### src/design/fsrb_pkg.sv
/*
 * Constants for the fault and status register bank: register offsets,
 * bit positions, serial word layout and reset values.
 * Assumes the serial framing logic hands over whole 16-bit input words
 * and the fault detectors deliver levels synchronous to SYS_CLK.
 */
// Behaviour
// - Summary bit 7 shows motor stall.
// - Summary bit 6 shows any step-down fault.
// - Summary bit 5 shows any serial error.
// - Summary bit 4 shows any switch overcurrent.
// - Summary bit 3 low after supply reset.
// - Summary bit 2 shows supply overvoltage.
// - Summary bit 1 shows thermal warning or shutdown.
// - Summary bit 0 is global fault.
// - Offset 1 bit 7 shows thermal warning.
// - Offset 1 bit 6 shows thermal shutdown.
// - Offset 1 bits 5..0 per-switch overcurrent.
// - Offset 2 bit 6 shows memory error.
// - Offset 2 bit 5 step-down overcurrent.
// - Offset 2 bit 4 step-down undervoltage.
// - Offset 2 bit 3 charge pump undervoltage.
// - Offset 2 bit 2 latches parity error.
// - Offset 2 bit 1 latches framing error.
// - Offset 2 bit 0 latches address error.
// - Input word must hold even ones.
// - Short frame latches framing error until cleared.
// - Address above 0xC latches address error.
`default_nettype none

package fsrb_pkg;

    // ------------------------------------------------------------
    // Register offsets and reset values
    // ------------------------------------------------------------
    localparam int ADDR_W = 6;
    localparam logic [5:0] OFS_SUMMARY = 6'h00;
    localparam logic [5:0] OFS_THERMAL_SWITCH = 6'h01;
    localparam logic [5:0] OFS_SUPPLY_LINK = 6'h02;
    localparam logic [5:0] OFS_LAST_VALID = 6'h0C;
    localparam logic [7:0] STATUS_RESET = 8'h00;

    // ------------------------------------------------------------
    // Summary register bit positions
    // ------------------------------------------------------------
    localparam int SUM_STALL = 7;
    localparam int SUM_STEPDOWN = 6;
    localparam int SUM_SERIAL = 5;
    localparam int SUM_OVERCURRENT = 4;
    localparam int SUM_SUPPLY_RESET_ABSENT = 3;
    localparam int SUM_OVERVOLT = 2;
    localparam int SUM_THERMAL = 1;
    localparam int SUM_FAULT = 0;

    // ------------------------------------------------------------
    // Thermal and switch register bit positions
    // ------------------------------------------------------------
    localparam int TS_WARNING = 7;
    localparam int TS_SHUTDOWN = 6;
    localparam int TS_SWITCH_HI = 5;
    localparam int SWITCH_COUNT = 6;

    // ------------------------------------------------------------
    // Supply and link register bit positions
    // ------------------------------------------------------------
    localparam int SL_RESERVED = 7;
    localparam int SL_MEMORY = 6;
    localparam int SL_STEP_OC = 5;
    localparam int SL_STEP_UV = 4;
    localparam int SL_PUMP_UV = 3;
    localparam int SL_PARITY = 2;
    localparam int SL_FRAMING = 1;
    localparam int SL_ADDRESS = 0;

    // ------------------------------------------------------------
    // Serial input word layout
    // ------------------------------------------------------------
    localparam int WORD_W = 16;
    localparam int WORD_RW = 15;
    localparam int WORD_ADDR_HI = 14;
    localparam int WORD_ADDR_LO = 9;

endpackage

`default_nettype wire

### src/design/fsrb_top.sv
/*
 * Read-only fault and status register bank with serial error capture.
 * Assumes the serial framing logic presents each complete input word
 * with a one-cycle strobe, flags short frames with a pulse, and sends
 * the reply status and data bytes out as its next word.
 */
`default_nettype none

module fsrb_top
    import fsrb_pkg::*;
(
    // Clock and reset
    input wire logic SYS_CLK,
    input wire logic RST,
    // Fault detector levels
    input wire logic STALL_DETECT,
    input wire logic SUPPLY_OVERVOLT,
    input wire logic SUPPLY_RESET_SEEN,
    input wire logic THERMAL_WARNING,
    input wire logic THERMAL_SHUTDOWN,
    input wire logic [SWITCH_COUNT-1:0] SWITCH_OVERCURRENT,
    input wire logic MEMORY_ERROR,
    input wire logic STEPDOWN_OVERCURRENT,
    input wire logic STEPDOWN_UNDERVOLT,
    input wire logic CHARGE_PUMP_UNDERVOLT,
    // Serial word hand-over
    input wire logic WORD_VALID,
    input wire logic [WORD_W-1:0] SERIAL_WORD,
    input wire logic FRAME_SHORT,
    // Fault clearing
    input wire logic CLEAR_FAULTS,
    input wire logic SLEEP_RESET_PULSE,
    // Reply to the controller
    output logic REPLY_VALID,
    output logic [7:0] REPLY_STATUS,
    output logic [7:0] REPLY_DATA,
    output logic REPLY_IN_RANGE,
    // Register contents
    output logic [7:0] FAULT_SUMMARY_STATUS,
    output logic [7:0] THERMAL_SWITCH_CURRENT_STATUS,
    output logic [7:0] SUPPLY_LINK_ERROR_STATUS
);

    // ------------------------------------------------------------
    // Serial word decode
    // ------------------------------------------------------------
    logic [ADDR_W-1:0] word_addr;
    logic parity_bad;
    logic addr_bad;
    logic clear_req;

    assign word_addr = SERIAL_WORD[WORD_ADDR_HI:WORD_ADDR_LO];
    assign parity_bad = ^SERIAL_WORD;
    assign addr_bad = word_addr > OFS_LAST_VALID;
    assign clear_req = CLEAR_FAULTS | SLEEP_RESET_PULSE;

    // ------------------------------------------------------------
    // Latched serial errors
    // ------------------------------------------------------------
    // Set wins over clear so an error in the clearing cycle survives
    logic parity_err;
    logic framing_err;
    logic address_err;

    always_ff @(posedge SYS_CLK) begin
        if (RST) begin
            parity_err <= 1'b0;
        end else if (WORD_VALID && parity_bad) begin
            parity_err <= 1'b1;
        end else if (clear_req) begin
            parity_err <= 1'b0;
        end
    end

    always_ff @(posedge SYS_CLK) begin
        if (RST) begin
            framing_err <= 1'b0;
        end else if (FRAME_SHORT) begin
            framing_err <= 1'b1;
        end else if (clear_req) begin
            framing_err <= 1'b0;
        end
    end

    always_ff @(posedge SYS_CLK) begin
        if (RST) begin
            address_err <= 1'b0;
        end else if (WORD_VALID && addr_bad) begin
            address_err <= 1'b1;
        end else if (clear_req) begin
            address_err <= 1'b0;
        end
    end

    // ------------------------------------------------------------
    // Detail register images
    // ------------------------------------------------------------
    logic [7:0] next_thermal_switch;
    logic [7:0] next_supply_link;
    logic [7:0] next_summary;

    always_comb begin
        next_thermal_switch = STATUS_RESET;
        next_thermal_switch[TS_WARNING] = THERMAL_WARNING;
        next_thermal_switch[TS_SHUTDOWN] = THERMAL_SHUTDOWN;
        // Bit 5 is phase C high side down to bit 0, phase A low side
        next_thermal_switch[TS_SWITCH_HI:0] = SWITCH_OVERCURRENT;
    end

    always_comb begin
        next_supply_link = STATUS_RESET;
        next_supply_link[SL_RESERVED] = 1'b0;
        next_supply_link[SL_MEMORY] = MEMORY_ERROR;
        next_supply_link[SL_STEP_OC] = STEPDOWN_OVERCURRENT;
        next_supply_link[SL_STEP_UV] = STEPDOWN_UNDERVOLT;
        next_supply_link[SL_PUMP_UV] = CHARGE_PUMP_UNDERVOLT;
        next_supply_link[SL_PARITY] = parity_err;
        next_supply_link[SL_FRAMING] = framing_err;
        next_supply_link[SL_ADDRESS] = address_err;
    end

    // ------------------------------------------------------------
    // Summary derived from the detail images plus the stall, overvoltage and reset-seen inputs
    // ------------------------------------------------------------
    // Reset-seen is a notice, not a fault, so it stays out of bit 0
    always_comb begin
        next_summary = STATUS_RESET;
        next_summary[SUM_STALL] = STALL_DETECT;
        next_summary[SUM_STEPDOWN] = next_supply_link[SL_STEP_OC]
            | next_supply_link[SL_STEP_UV];
        next_summary[SUM_SERIAL] = next_supply_link[SL_PARITY]
            | next_supply_link[SL_FRAMING]
            | next_supply_link[SL_ADDRESS];
        next_summary[SUM_OVERCURRENT] =
            |next_thermal_switch[TS_SWITCH_HI:0];
        next_summary[SUM_SUPPLY_RESET_ABSENT] = ~SUPPLY_RESET_SEEN;
        next_summary[SUM_OVERVOLT] = SUPPLY_OVERVOLT;
        next_summary[SUM_THERMAL] = next_thermal_switch[TS_WARNING]
            | next_thermal_switch[TS_SHUTDOWN];
        next_summary[SUM_FAULT] = STALL_DETECT | SUPPLY_OVERVOLT
            | (|next_thermal_switch)
            | (|next_supply_link);
    end

    // ------------------------------------------------------------
    // Status registers, read-only from the serial side
    // ------------------------------------------------------------
    // Write data never reaches these flops: only detectors and the serial error latches steer them
    always_ff @(posedge SYS_CLK) begin
        if (RST) begin
            FAULT_SUMMARY_STATUS <= STATUS_RESET;
            THERMAL_SWITCH_CURRENT_STATUS <= STATUS_RESET;
            SUPPLY_LINK_ERROR_STATUS <= STATUS_RESET;
        end else begin
            FAULT_SUMMARY_STATUS <= next_summary;
            THERMAL_SWITCH_CURRENT_STATUS <= next_thermal_switch;
            SUPPLY_LINK_ERROR_STATUS <= next_supply_link;
        end
    end

    // ------------------------------------------------------------
    // Reply word
    // ------------------------------------------------------------
    // Control offsets belong to another block; they read zero here
    logic [7:0] next_reply_data;

    always_comb begin
        unique case (word_addr)
            OFS_SUMMARY: next_reply_data = FAULT_SUMMARY_STATUS;
            OFS_THERMAL_SWITCH:
                next_reply_data = THERMAL_SWITCH_CURRENT_STATUS;
            OFS_SUPPLY_LINK: next_reply_data = SUPPLY_LINK_ERROR_STATUS;
            default: next_reply_data = STATUS_RESET;
        endcase
    end

    always_ff @(posedge SYS_CLK) begin
        if (RST) begin
            REPLY_VALID <= 1'b0;
            REPLY_STATUS <= STATUS_RESET;
            REPLY_DATA <= STATUS_RESET;
            REPLY_IN_RANGE <= 1'b0;
        end else begin
            REPLY_VALID <= WORD_VALID;
            if (WORD_VALID) begin
                REPLY_STATUS <= FAULT_SUMMARY_STATUS;
                REPLY_DATA <= next_reply_data;
                REPLY_IN_RANGE <= ~addr_bad;
            end
        end
    end

endmodule

`default_nettype wire

### config.mk
export PLATFORM = sky130hd
export DESIGN_NAME = fsrb_top
export DESIGN_NICKNAME = d
export VERILOG_FILES = /design/src/design/fsrb_pkg.sv /design/src/design/fsrb_top.sv
export SDC_FILE = /design/constraint.sdc
export NUM_CORES = 1
export LEC_CHECK = 0
export ABC_AREA = 0
export BUFFER_PORTS_ARGS = -buffer_cell sky130_fd_sc_hd__buf_4
export CORE_UTILIZATION = 38
export CTS_BUF_LIST = sky130_fd_sc_hd__clkbuf_8 sky130_fd_sc_hd__clkbuf_16
export DETAILED_ROUTE_END_ITERATION = 8
export GPL_TIMING_DRIVEN = 0
export MAX_ROUTING_LAYER = met4
export PLACE_DENSITY = 0.79
export SYNTH_ARGS = -nofsm -noshare
export SYNTH_HDL_FRONTEND = slang
export SYNTH_SLANG_ARGS = --single-unit
### constraint.sdc
create_clock -name SYS_CLK -period 1.7 [get_ports SYS_CLK]
set_clock_uncertainty 0.15 [all_clocks]
set_input_delay 0.34 -clock SYS_CLK [delete_from_list [all_inputs] [get_ports SYS_CLK]]
set_output_delay 0.34 -clock SYS_CLK [all_outputs]
set_load 0.01 [all_outputs]
* Word-level counts from Yosys, hierarchy flattened
Cells that the tools add are included.
** Storage, ports and cells
- Memories :: 0
- Flip-flop bits (word level) :: 45
- Word-level logic and storage cells :: 39
- Bits in latches :: 0
- Bits in writable memories :: 0
- ROM bits :: 0
** Cells by class
- Order comparisons :: 1
- Reduce and logical (&&, ||, !) cells :: 10
- Shifts and indexed selects :: 0
- Muxes and demuxes :: 5
- Equal/unequal tests :: 2
- $add $sub $neg :: 0
- Bitwise logic cells :: 10
- Divide/modulo/power cells :: 0
- Multiply operators :: 0
** Operator list (number)
- case mux 8 bit (3 select lines) :: 1
- XOR reduction 16 bit :: 1
- bitwise OR 1 bit :: 8
- OR reduction 8 bit :: 1
- OR reduction 7 bit :: 1
- == test 6 x 1 -> 1 bit (second input constant) :: 1
- == test 6 x 2 -> 1 bit (second input constant) :: 1
- greater-than comparator 6 x 4 -> 1 bit (second input constant) :: 1
- logical NOT 6 bit :: 1
- nonzero test 2 bit :: 3
- OR reduction 6 bit :: 1
- 2-to-1 mux 1 bit :: 4
- logical AND 1 bit :: 2
- inverter 1 bit :: 2

* Depth between registers and ports, before layout
Gate-level depths: netlist of the first run.
- Depth in word-level cells :: 3
- Gate-level depth with buffers :: 6
- Gate-level depth less buffers :: 5

* Worst setup path after synthesis of the first run
No wires, ideal clock.
- Path kind :: input port to flip-flop
- Start :: input SWITCH_OVERCURRENT[3]
- End :: register FAULT_SUMMARY_STATUS[0]
- Path slack :: 0.266 ns
- Library setup time :: 0.140 ns
- Arrival time :: 1.144 ns
- Stages on the path :: 3
- Data required time :: 1.410 ns
- Path through :: or4_1 -> nor3_1 -> a41oi_1
** On the way
- Longest elaborated chain between the ends :: 3
** Ends and longest elaborated chain
- from (decl) :: line fsrb_top.sv:21 : input wire logic [SWITCH_COUNT-1:0] SWITCH_OVERCURRENT,
- OR reduction 8 bit :: line fsrb_top.sv:141 : | (|next_thermal_switch)
- bitwise OR 1 bit :: line fsrb_top.sv:141
- bitwise OR 1 bit :: line fsrb_top.sv:142 : | (|next_supply_link);
- to (signal assigned) :: line fsrb_top.sv:155 : FAULT_SUMMARY_STATUS <= next_summary;
- to (decl) :: line fsrb_top.sv:39 : output logic [7:0] FAULT_SUMMARY_STATUS,
Every way passes these cells.
A chain may end at the register's enable or synchronous reset.

* Final worst setup path of the first run
- Start :: input SERIAL_WORD[13]
- End :: register REPLY_DATA[6]
** On the way
- Longest elaborated chain between the ends :: 2
- Elaborated cells on any way between the ends :: 4
** Ends and longest elaborated chain
- from (decl) :: line fsrb_top.sv:28 : input wire logic [WORD_W-1:0] SERIAL_WORD,
- == test 6 x 2 -> 1 bit, or another cell as far along :: line fsrb_top.sv:168 : unique case (word_addr)
- case mux 8 bit (3 select lines) (*) :: line fsrb_top.sv:168
- to (signal assigned) :: line fsrb_top.sv:187 : REPLY_DATA <= next_reply_data;
- to (decl) :: line fsrb_top.sv:36 : output logic [7:0] REPLY_DATA,
Mark *: on every way between the ends. The rest lies on a longest branch, timed or not.

==> impl_metrics.py, run 1 <==
metrics = {
    "clock_network": {
        "clk_path_buf_depth": 2,
        "clock-sinks": 44,
        "tritoncts_buffer_count": 5,
        "post_cts_buffers": 0,
        "clkSlewWorstSetupHoldPaths_ns": 0.07,
        "tritoncts": "yes",
        "cts_hold_buf": 0,
        "cts_root_buffer": "clkbuf_8",
        "h-tree-depth": 2,
        "cts_resized": 0,
        "worstSkewPairLatency_ns": 0.29,
    },
    "timing": {
        "setup_viol": 0,
        "slew_violations": 0,
        "fin_setup_tns_ns": 0,
        "post_layout_minimum_cycle_time_ns": 1.40,
        "timing_worst_slew_pin_value_ns": 0.569,
        "final_min_period_over_clock_period": 0.821,
        "max-slew-margin-rel": 0.620,
        "final-hold-violation-count": 0,
        "rsz0062_at_grt": "false",
        "timing.fmax_mhz": 717,
    },
    "setup_path": {
        "worst_path_max_stage_delay_ns": 0.41,
        "critPathMostFrequentCell": "nor2_1",
        "worst_ep_arrival_time_ns": 1.47,
        "cp_capture_type": "flip-flop",
        "list_of_cells_traversed_by_the_critical_path": "buf_4 -> nor2_1 -> nand3_1 -> a21oi_1 -> a22oi_1 -> nor2_1",
        "worstPathMaxFanout": 7,
        "cp_slowest_cell": "a21oi_1",
        "worst_setup_path_start_kind": "input pin",
        "timing_worst_setup_path_type": "input pin to flip-flop",
        "crit_required_ns": 1.78,
    },
    "cells_and_area": {
        "layout-area-overhead-vs-synth_pct": 44.1,
        "drive_above_1_share": 0.340,
        "layout.cell_area.non_filler_sq_mm": 0.00239,
        "nNetsFinal": 292,
        "n_antenna_cell": 0,
    },
    "hold_path": {
        "hold_class": "input pin to flip-flop",
    },
    "route": {
        "avg_wl_per_cell_um": 13.8,
        "drt_first_pass_iters": 4,
        "ant_nets": 0,
        "dr_total_vias": 1457,
        "post-route-drc-count": 0,
        "detailedRoute.firstIterationViolations": 76,
        "routed_via_density": 4.76,
        "detail_route.wirelength_mm": 4.23,
    },
    "synth": {
        "synth_warnings": 0,
        "synth_sequential_area_ratio": 0.531,
        "synth.cell_area_sq_mm": 0.00166,
        "synth.most_common_cell": "dfxtp_1",
        "postSynthNetCount": 208,
        "dominant_combinational_cell_family_by_area_after_synthesis": "simple AND/OR/NAND/NOR gates",
        "synth_top_cell_by_area": "dfxtp_1",
        "post_synth_num_cell_types": 23,
        "synth_fa_ha_area_frac": 0,
        "netlist_instances": 171,
        "yosys.area.top_type_share": 0.531,
        "synth_async_sr_flop_share": 0,
        "synth-compound-area-share": 0.0860,
        "syn_avg_cell_area_sq_um": 9.69,
        "synthSimpleGateAreaFrac": 0.178,
        "yosys-mux-area-fraction": 0.0966,
        "post_synth_xor_area_fraction": 0.0792,
        "post_synth_most_frequent_cells": "dfxtp_1, nor2_1, nor2b_1",
        "postSynth.topFlopCell": "dfxtp_1",
        "synthTopCellsByArea": "dfxtp_1, mux2i_1, xnor2_1, nor2b_1, nor2_1",
        "synth.ff_latch_count": 44,
        "synth_enable_flop_cells": 0,
    },
    "placement": {
        "placed_area_sq_mm": 0.00230,
        "portBuffers": 77,
        "globalplace.congestion": 0.839,
        "place.detailed.hpwl_mm": 3.30,
    },
    "power": {
        "power.static_leakage_uw": 0.00109,
        "power_density_mw_per_mm2": 902,
        "power.ir.vdd_worst_mv": 0.682,
    },
    "floorplanning": {
        "die-width_um": 68.1,
        "die_height_um": 68.1,
        "coreArea_sq_mm": 0.00409,
        "design.portCount": 79,
        "fp.dieArea_sq_mm": 0.00463,
        "start_util": 0.406,
        "floorplan.rows": 23,
    },
    "outcome": {
        "result_of_the_run": "finished clean",
    },
    "global_route": {
        "grt_pass1_wl_mm": 6.41,
        "grt-ovfl-total": 0,
        "antenna_violations_before_repair": 0,
        "vias_in_the_first_global_route": 1346,
        "track_usage": 0.202,
        "grt_max_degree": 13,
    },
    "flow_run": {
        "max-cap-violations": 0,
    },
}
==> where the power goes <==
| group | internal [uW] | total, uW | switching [uW] | leakage [uW] |
|---|---|---|---|---|
| Clock | 319 | 651 | 332 | 0.0000538 |
| Combinational | 211 | 384 | 173 | 0.000675 |
| Sequential | 1090 | 1120 | 32.9 | 0.000363 |
| Total | 1620 | 2160 | 538 | 0.00109 |
==> layout make-up <==
class | count | area, sq um
Buffer | 9 | 40.0
Clock buffer | 6 | 82.6
Clock inverter | 2 | 7.51
Fill cell | 368 | 1700
Inverter | 1 | 3.75
Multi-Input combinational cell | 117 | 733
Sequential cell | 44 | 881
Tap cell | 50 | 62.6
Timing Repair Buffer | 77 | 578
==> per-stage QoR <==
stage                util  setup slack, ns  hold WS, ns  power [uW]  instances
finish              0.585            0.305       0.0493        2160        306
global route        0.585            0.176       0.0403        2250        306
CTS                 0.585            0.324       0.0456        2160        306
detailed placement  0.562           0.0243        0.309        1530        298
global placement    0.562           0.0305        0.304        1520        298
floorplan               -            0.266        0.262        1340        171
==> registers in the layout, summed over array words and instances (netlist names) <==
signal	count
REPLY_VALID	1
THERMAL_SWITCH_CURRENT_STATUS	8
REPLY_STATUS	8
REPLY_DATA	8
REPLY_IN_RANGE	1
framing_err	1
address_err	1
parity_err	1
SUPPLY_LINK_ERROR_STATUS	7
FAULT_SUMMARY_STATUS	8
==> kinds of logic (layout without fill, tap and decap cells) <==
group / Yosys count / after routing
xor+xnor: 15 / 15
simple gates: 62 / 62
compound gates: 23 / 23
other cells: 1 / 1
buf+inv: 10 / 95
flops: 44 / 44
mux: 16 / 16
==> worst paths after layout <==
path	start	end	slack, ns	depth (start not counted)
worst max-delay path	SERIAL_WORD[13]	REPLY_DATA[6]	0.30	6
worst max register to register	THERMAL_SWITCH_CURRENT_STATUS[2]	REPLY_DATA[2]	0.53	4
worst min-delay path	SUPPLY_RESET_SEEN	FAULT_SUMMARY_STATUS[3]	0.05	2
worst min register to register	REPLY_IN_RANGE	REPLY_IN_RANGE	0.32	2
==> critical path, delay by kind of cell <==
kind / cells / cell delay, ns
AO/OA/AOI/OAI: 2 / 0.55
buffers and inverters: 1 / 0.12
AND/OR/NAND/NOR: 3 / 0.46
==> per-layer routing <==
| metal | GRT usage | vias up | part of all wire |
|---|---|---|---|
| met5 | - | - | 0 |
| li1 | - | 733 | - |
| met4 | 0.0859 | 0 | 0.027 |
| met3 | 0.0550 | 11 | 0.059 |
| met2 | 0.314 | 61 | 0.48 |
| met1 | 0.244 | 652 | 0.43 |
==> layout by cell type (no fill, tap or decap), drive strengths merged <==
master / n
buf: 80
dfxtp: 44
nor2: 27
nor2b: 18
mux2i: 16
xnor2: 14
clkbuf: 12
nand2: 8
o21ai: 7
a22oi: 7
a21oi: 6
nor3: 3
inv: 3
nor4: 2
nand3: 2
or2: 1
or4: 1
a41oi: 1
xor2: 1
a22o: 1
o211ai: 1
conb: 1
Note: power is estimated with default switching activity, not from simulation.
==> inputs of run 2 (changes only) <==
==> constraint.sdc (replaced) <==
create_clock -name SYS_CLK -period 1.33 [get_ports SYS_CLK]
set_clock_uncertainty 0.15 [all_clocks]
set_input_delay 0.266 -clock SYS_CLK [delete_from_list [all_inputs] [get_ports SYS_CLK]]
set_output_delay 0.266 -clock SYS_CLK [all_outputs]
set_load 0.01 [all_outputs]
==> run 2 against run 1 <==
  * Non-clock buffer count unchanged
  * Cell count decreased by 0.33%
  * Flip-flop and latch count is the same
  * Die area unchanged
  * First-iteration DRC count is 6.6% lower
  * Power grew 30%
  * Count of clock-buffer cells in the layout increased by 1
  * Design area up 1.0%
  * Largest cell class unchanged
  * Highest routed layer unchanged
==> impl_metrics.py, run 2 (synthesized netlist as in run 1, its figures left out) <==
metrics = {
    "route": {
        "post-route-drc-count": 0,
        "dr_total_vias": 1478,
        "avg_wl_per_cell_um": 13.9,
        "routed_via_density": 4.85,
        "detail_route.wirelength_mm": 4.23,
        "detailedRoute.firstIterationViolations": 71,
        "ant_nets": 0,
        "drt_first_pass_iters": 4,
    },
    "cells_and_area": {
        "instances_no_fill": 305,
        "highest_count_cells_in_the_layout_ignoring_fill_and_taps": "buf_4, dfxtp_1, nor2_1",
        "n_antenna_cell": 0,
        "postLayoutCoreUtil": 0.590,
        "final-seq-area_sq_um": 881,
        "layout_filler_cell_count": 375,
        "layout.cells.most_common": "buf_4",
        "layout-area-overhead-vs-synth_pct": 45.5,
        "nNetsFinal": 292,
        "area_used_by_multi_input_combinational_logic_sq_um": 742,
        "drive_above_1_share": 0.361,
    },
    "global_route": {
        "antenna_violations_before_repair": 0,
        "track_usage": 0.204,
        "vias_in_the_first_global_route": 1338,
        "grt_pass1_wl_mm": 6.42,
        "grt-ovfl-total": 0,
        "grt_max_degree": 13,
    },
    "clock_network": {
        "post_cts_buffers": 0,
        "clk_path_buf_depth": 2,
        "tritoncts": "yes",
        "cts_root_buffer": "clkbuf_8",
        "worstSkewPairLatency_ns": 0.29,
        "clkSlewWorstSetupHoldPaths_ns": 0.08,
        "tritoncts_buffer_count": 5,
        "clock-sinks": 44,
        "h-tree-depth": 2,
    },
    "timing": {
        "post_layout_minimum_cycle_time_ns": 1.29,
        "final-hold-violation-count": 0,
        "timing_worst_slew_pin_value_ns": 0.536,
        "final_min_period_over_clock_period": 0.966,
        "slew_violations": 0,
        "setup_viol": 0,
        "rsz0062_at_grt": "false",
        "max-slew-margin-rel": 0.642,
        "timing.fmax_mhz": 778,
    },
    "placement": {
        "place.detailed.hpwl_mm": 3.38,
        "numPlacedInstances": 298,
        "globalplace.congestion": 0.809,
        "portBuffers": 77,
    },
    "setup_path": {
        "setup.reg_to_reg.worst_slack_ns": 0.17,
        "cp_slowest_cell": "buf_2",
        "list_of_cells_traversed_by_the_critical_path": "buf_4 -> buf_2 -> mux2i_1 -> o21ai_0 -> a22oi_1 -> nor2_1",
        "worst_path_max_stage_delay_ns": 0.29,
        "worst_setup_path_start_kind": "input pin",
        "path_buf_inv": 2,
        "timing_worst_setup_path_type": "input pin to flip-flop",
        "worstPathMaxFanout": 10,
        "cp_top_family": "buffers and inverters",
        "crit_required_ns": 1.36,
        "worst_ep_arrival_time_ns": 1.32,
        "cp_capture_type": "flip-flop",
    },
    "flow_run": {
        "max-cap-violations": 0,
    },
    "floorplanning": {
        "design.portCount": 79,
        "fp.dieArea_sq_mm": 0.00463,
        "start_util": 0.406,
        "coreArea_sq_mm": 0.00409,
        "floorplan.rows": 23,
        "die-width_um": 68.1,
        "die_height_um": 68.1,
    },
    "power": {
        "power_density_mw_per_mm2": 1160,
        "power.ir.vdd_worst_mv": 0.584,
        "power.static_leakage_uw": 0.00110,
    },
    "outcome": {
        "result_of_the_run": "finished clean",
    },
    "hold_path": {
        "hold_class": "input pin to flip-flop",
    },
}
[run 2: worst min-delay path, stage by stage]
cell,delay (ns)
buf_4,0.08
a21oi_1,0.03
nor2_1,0.07
[run 2: repair_timing]
action,CTS,global route
resized for setup,0,5
hold buffers,1,0
endpoints found under the hold margin,1,0
setup endpoints to repair,0,20
[run 2: layer usage]
metal  global-route usage  vias up  share of wire
met3               0.0617        7          0.063
li1                     -      735              -
met2                0.332       52           0.51
met4               0.0781        0          0.013
met5                    -        -              0
met1                0.235      684           0.41
[run 2: worst paths after layout]
| path | start | end | cells past startpoint |
|---|---|---|---|
| worst max-delay path | SERIAL_WORD[9] | REPLY_DATA[2] | 6 |
| worst min-delay path | FRAME_SHORT | framing_err | 3 |
| worst max register to register | FAULT_SUMMARY_STATUS[0] | REPLY_DATA[0] | 4 |
| worst min register to register | REPLY_IN_RANGE | REPLY_IN_RANGE | 2 |
[run 2: layout make-up]
class,instances,area share
sequential,44,0.365
clock buffer,7,0.0399
inverter,1,0.00156
buffer,8,0.0161
timing repair buffer,78,0.244
tap,50,0.0259
multi-input combinational,117,0.308
[run 2: where the power goes]
group | internal, uW | total [uW] | leakage, uW | switching, uW
clock | 462 | 878 | 0.0000503 | 416
combinational | 272 | 495 | 0.000685 | 223
sequential | 1390 | 1430 | 0.000363 | 43.6
[run 2: through the flow]
step	worst slack (ns)	area, sq um	hold WS (ns)	setup TNS, ns	total power (uW)
floorplan	0.00707	1660	0.188	0	1710
global placement	-0.284	2300	0.273	-5.24	1950
detailed placement	-0.304	2300	0.277	-5.50	1960
CTS	0.00234	2410	0.0298	0	2820
global route	0.0236	2410	0.0402	0	2930
finish	0.0447	2410	0.0315	0	2810
==> inputs of run 3 (changes only) <==
--- a/config.mk
+++ b/config.mk
@@ -7,12 +7,14 @@
 export LEC_CHECK = 0
 export ABC_AREA = 0
 export BUFFER_PORTS_ARGS = -buffer_cell sky130_fd_sc_hd__buf_4
-export CORE_UTILIZATION = 38
+export CELL_PAD_IN_SITES_DETAIL_PLACEMENT = 0
+export CELL_PAD_IN_SITES_GLOBAL_PLACEMENT = 2
+export CORE_UTILIZATION = 25
 export CTS_BUF_LIST = sky130_fd_sc_hd__clkbuf_8 sky130_fd_sc_hd__clkbuf_16
 export DETAILED_ROUTE_END_ITERATION = 8
 export GPL_TIMING_DRIVEN = 0
 export MAX_ROUTING_LAYER = met4
-export PLACE_DENSITY = 0.79
+export PLACE_DENSITY = 0.87
 export SYNTH_ARGS = -nofsm -noshare
 export SYNTH_HDL_FRONTEND = slang
 export SYNTH_SLANG_ARGS = --single-unit
==> run 3 against run 2 <==
  * Hold slack got worse by 0.0024 ns
  * Non-clock buffer count unchanged
  * Combinational power increased by 1%
  * Count of clock-buffer cells in the layout decreased by 1
  * Maximum frequency increased by 2.9%
  * Clock power decreased by 4.4%
  * Largest power group unchanged
  * Power decreased by 1.3%
  * Via count decreased by 4.0%
  * Global-route usage decreased by 6.8 points
  * Core utilization decreased by 21 points
  * First-iteration DRC count decreased by 24%
  * Flip-flop and latch count unchanged
==> impl_metrics.py, run 3 (synthesized netlist as in run 1, its figures left out) <==
metrics = {
    "power": {
        "power.static_leakage_uw": 0.00110,
        "comb_power_share": 0.181,
        "power.ir.vdd_worst_mv": 0.484,
        "power_density_mw_per_mm2": 1130,
        "power.sequential.fraction": 0.516,
        "internal_power_uw": 2070,
        "switching_power_uw": 700,
        "p_clk_frac": 0.303,
        "switching_share": 0.253,
    },
    "timing": {
        "final_min_period_over_clock_period": 0.939,
        "final-hold-violation-count": 0,
        "timing_worst_slew_pin_value_ns": 0.530,
        "rsz0062_at_grt": "false",
        "post_layout_minimum_cycle_time_ns": 1.25,
        "slew_violations": 0,
        "setup_viol": 0,
        "finalHoldWorstSlack_ns": 0.0291,
        "timing.fmax_mhz": 801,
        "max-slew-margin-rel": 0.646,
    },
    "cells_and_area": {
        "drive_above_1_share": 0.355,
        "n_antenna_cell": 0,
        "layout-area-overhead-vs-synth_pct": 47.3,
        "nNetsFinal": 292,
        "layout.cells.most_common": "buf_4",
        "instances_no_fill": 333,
        "postLayoutCoreUtil": 0.382,
        "highest_count_cells_in_the_layout_ignoring_fill_and_taps": "buf_4, dfxtp_1, nor2_1",
    },
    "flow_run": {
        "max-cap-violations": 0,
    },
    "floorplanning": {
        "die-width_um": 83.4,
        "die_height_um": 83.4,
        "floorplan.rows": 29,
        "start_util": 0.260,
        "coreArea_sq_mm": 0.00639,
        "fp.dieArea_sq_mm": 0.00696,
        "design.portCount": 79,
    },
    "setup_path": {
        "crit_required_ns": 1.36,
        "worstPathMaxFanout": 10,
        "worst_ep_arrival_time_ns": 1.28,
        "cp_capture_type": "flip-flop",
        "timing_worst_setup_path_type": "input pin to flip-flop",
        "worst_setup_path_start_kind": "input pin",
    },
    "placement": {
        "place.detailed.hpwl_mm": 3.59,
        "portBuffers": 77,
        "globalplace.congestion": 0.758,
        "numPlacedInstances": 325,
    },
    "route": {
        "post-route-drc-count": 0,
        "detailedRoute.firstIterationViolations": 54,
        "routed_via_density": 4.26,
        "ant_nets": 0,
        "detail_route.wirelength_mm": 4.51,
        "avg_wl_per_cell_um": 13.5,
        "dr_total_vias": 1419,
        "drt_first_pass_iters": 4,
    },
    "global_route": {
        "antenna_violations_before_repair": 0,
        "grt_pass1_wl_mm": 7.04,
        "vias_in_the_first_global_route": 1447,
        "grt_max_degree": 13,
        "track_usage": 0.136,
        "grt-ovfl-total": 0,
    },
    "hold_path": {
        "hold_class": "input pin to flip-flop",
    },
    "clock_network": {
        "clk_path_buf_depth": 2,
        "clock-sinks": 44,
        "tritoncts": "yes",
        "post_cts_buffers": 0,
        "worstSkewPairLatency_ns": 0.29,
        "tritoncts_buffer_count": 5,
        "cts_root_buffer": "clkbuf_8",
        "clkSlewWorstSetupHoldPaths_ns": 0.08,
        "h-tree-depth": 2,
    },
    "outcome": {
        "result_of_the_run": "finished clean",
    },
}
run 3: what timing repair did:
item                                   in CTS  in global routing
setup endpoints to repair                   1                 20
resized for setup                           0                  6
endpoints found under the hold margin       1                  0
pin swaps                                   0                  0
hold buffers                                1                  0
run 3: layout make-up:
type	count	area, sq um
Timing Repair Buffer	78	588
Inverter	1	3.75
Buffer	8	41.3
Multi-Input combinational cell	117	742
Fill cell	675	3940
Sequential cell	44	881
Tap cell	77	96.3
Clock buffer	6	82.6
Clock inverter	2	7.51
run 3: worst max-delay path, stage by stage:
cell	delay, ns
buf_4	0.09
clkbuf_4	0.25
mux2i_1	0.27
o21ai_0	0.15
a22oi_1	0.19
nor2_1	0.05
run 3: power by group through the flow:
| stage | Combinational (uW) | Clock [uW] | Sequential (uW) |
|---|---|---|---|
| finish | 501 | 839 | 1430 |
| global route | 546 | 904 | 1440 |
| CTS | 505 | 858 | 1430 |
| detailed placement | 500 | 0 | 1460 |
| global placement | 499 | 0 | 1460 |
| floorplan | 230 | 0 | 1480 |
run 3: final timing paths:
kind / from / end / slack (ns) / cells after the start
max: SERIAL_WORD[9] / REPLY_DATA[2] / 0.08 / 6
min: FRAME_SHORT / framing_err / 0.03 / 3
max reg2reg: FAULT_SUMMARY_STATUS[2] / REPLY_DATA[2] / 0.16 / 4
min reg2reg: REPLY_IN_RANGE / REPLY_IN_RANGE / 0.33 / 2
run 3: metrics by stage:
stage	total power [uW]	instance area (sq um)	TNS, ns	worst slack, ns
after floorplan	1710	1660	0	0.00707
after global placement	1960	2340	-5.71	-0.309
after detailed placement	1960	2340	-5.88	-0.320
after CTS	2800	2430	0	0.000476
after global routing	2890	2440	0	0.0401
final	2770	2440	0	0.0812
run 3: per-layer routing:
metal  vias to the layer above  part of all wire  routed length (um)  GRT usage
li1                        738                 -                   -          -
met1                       634              0.48                2170      0.169
met2                        41              0.46                2080      0.215
met3                         6             0.044                 198     0.0358
met4                         0             0.015                  67     0.0462
met5                         -                 0                   0          -
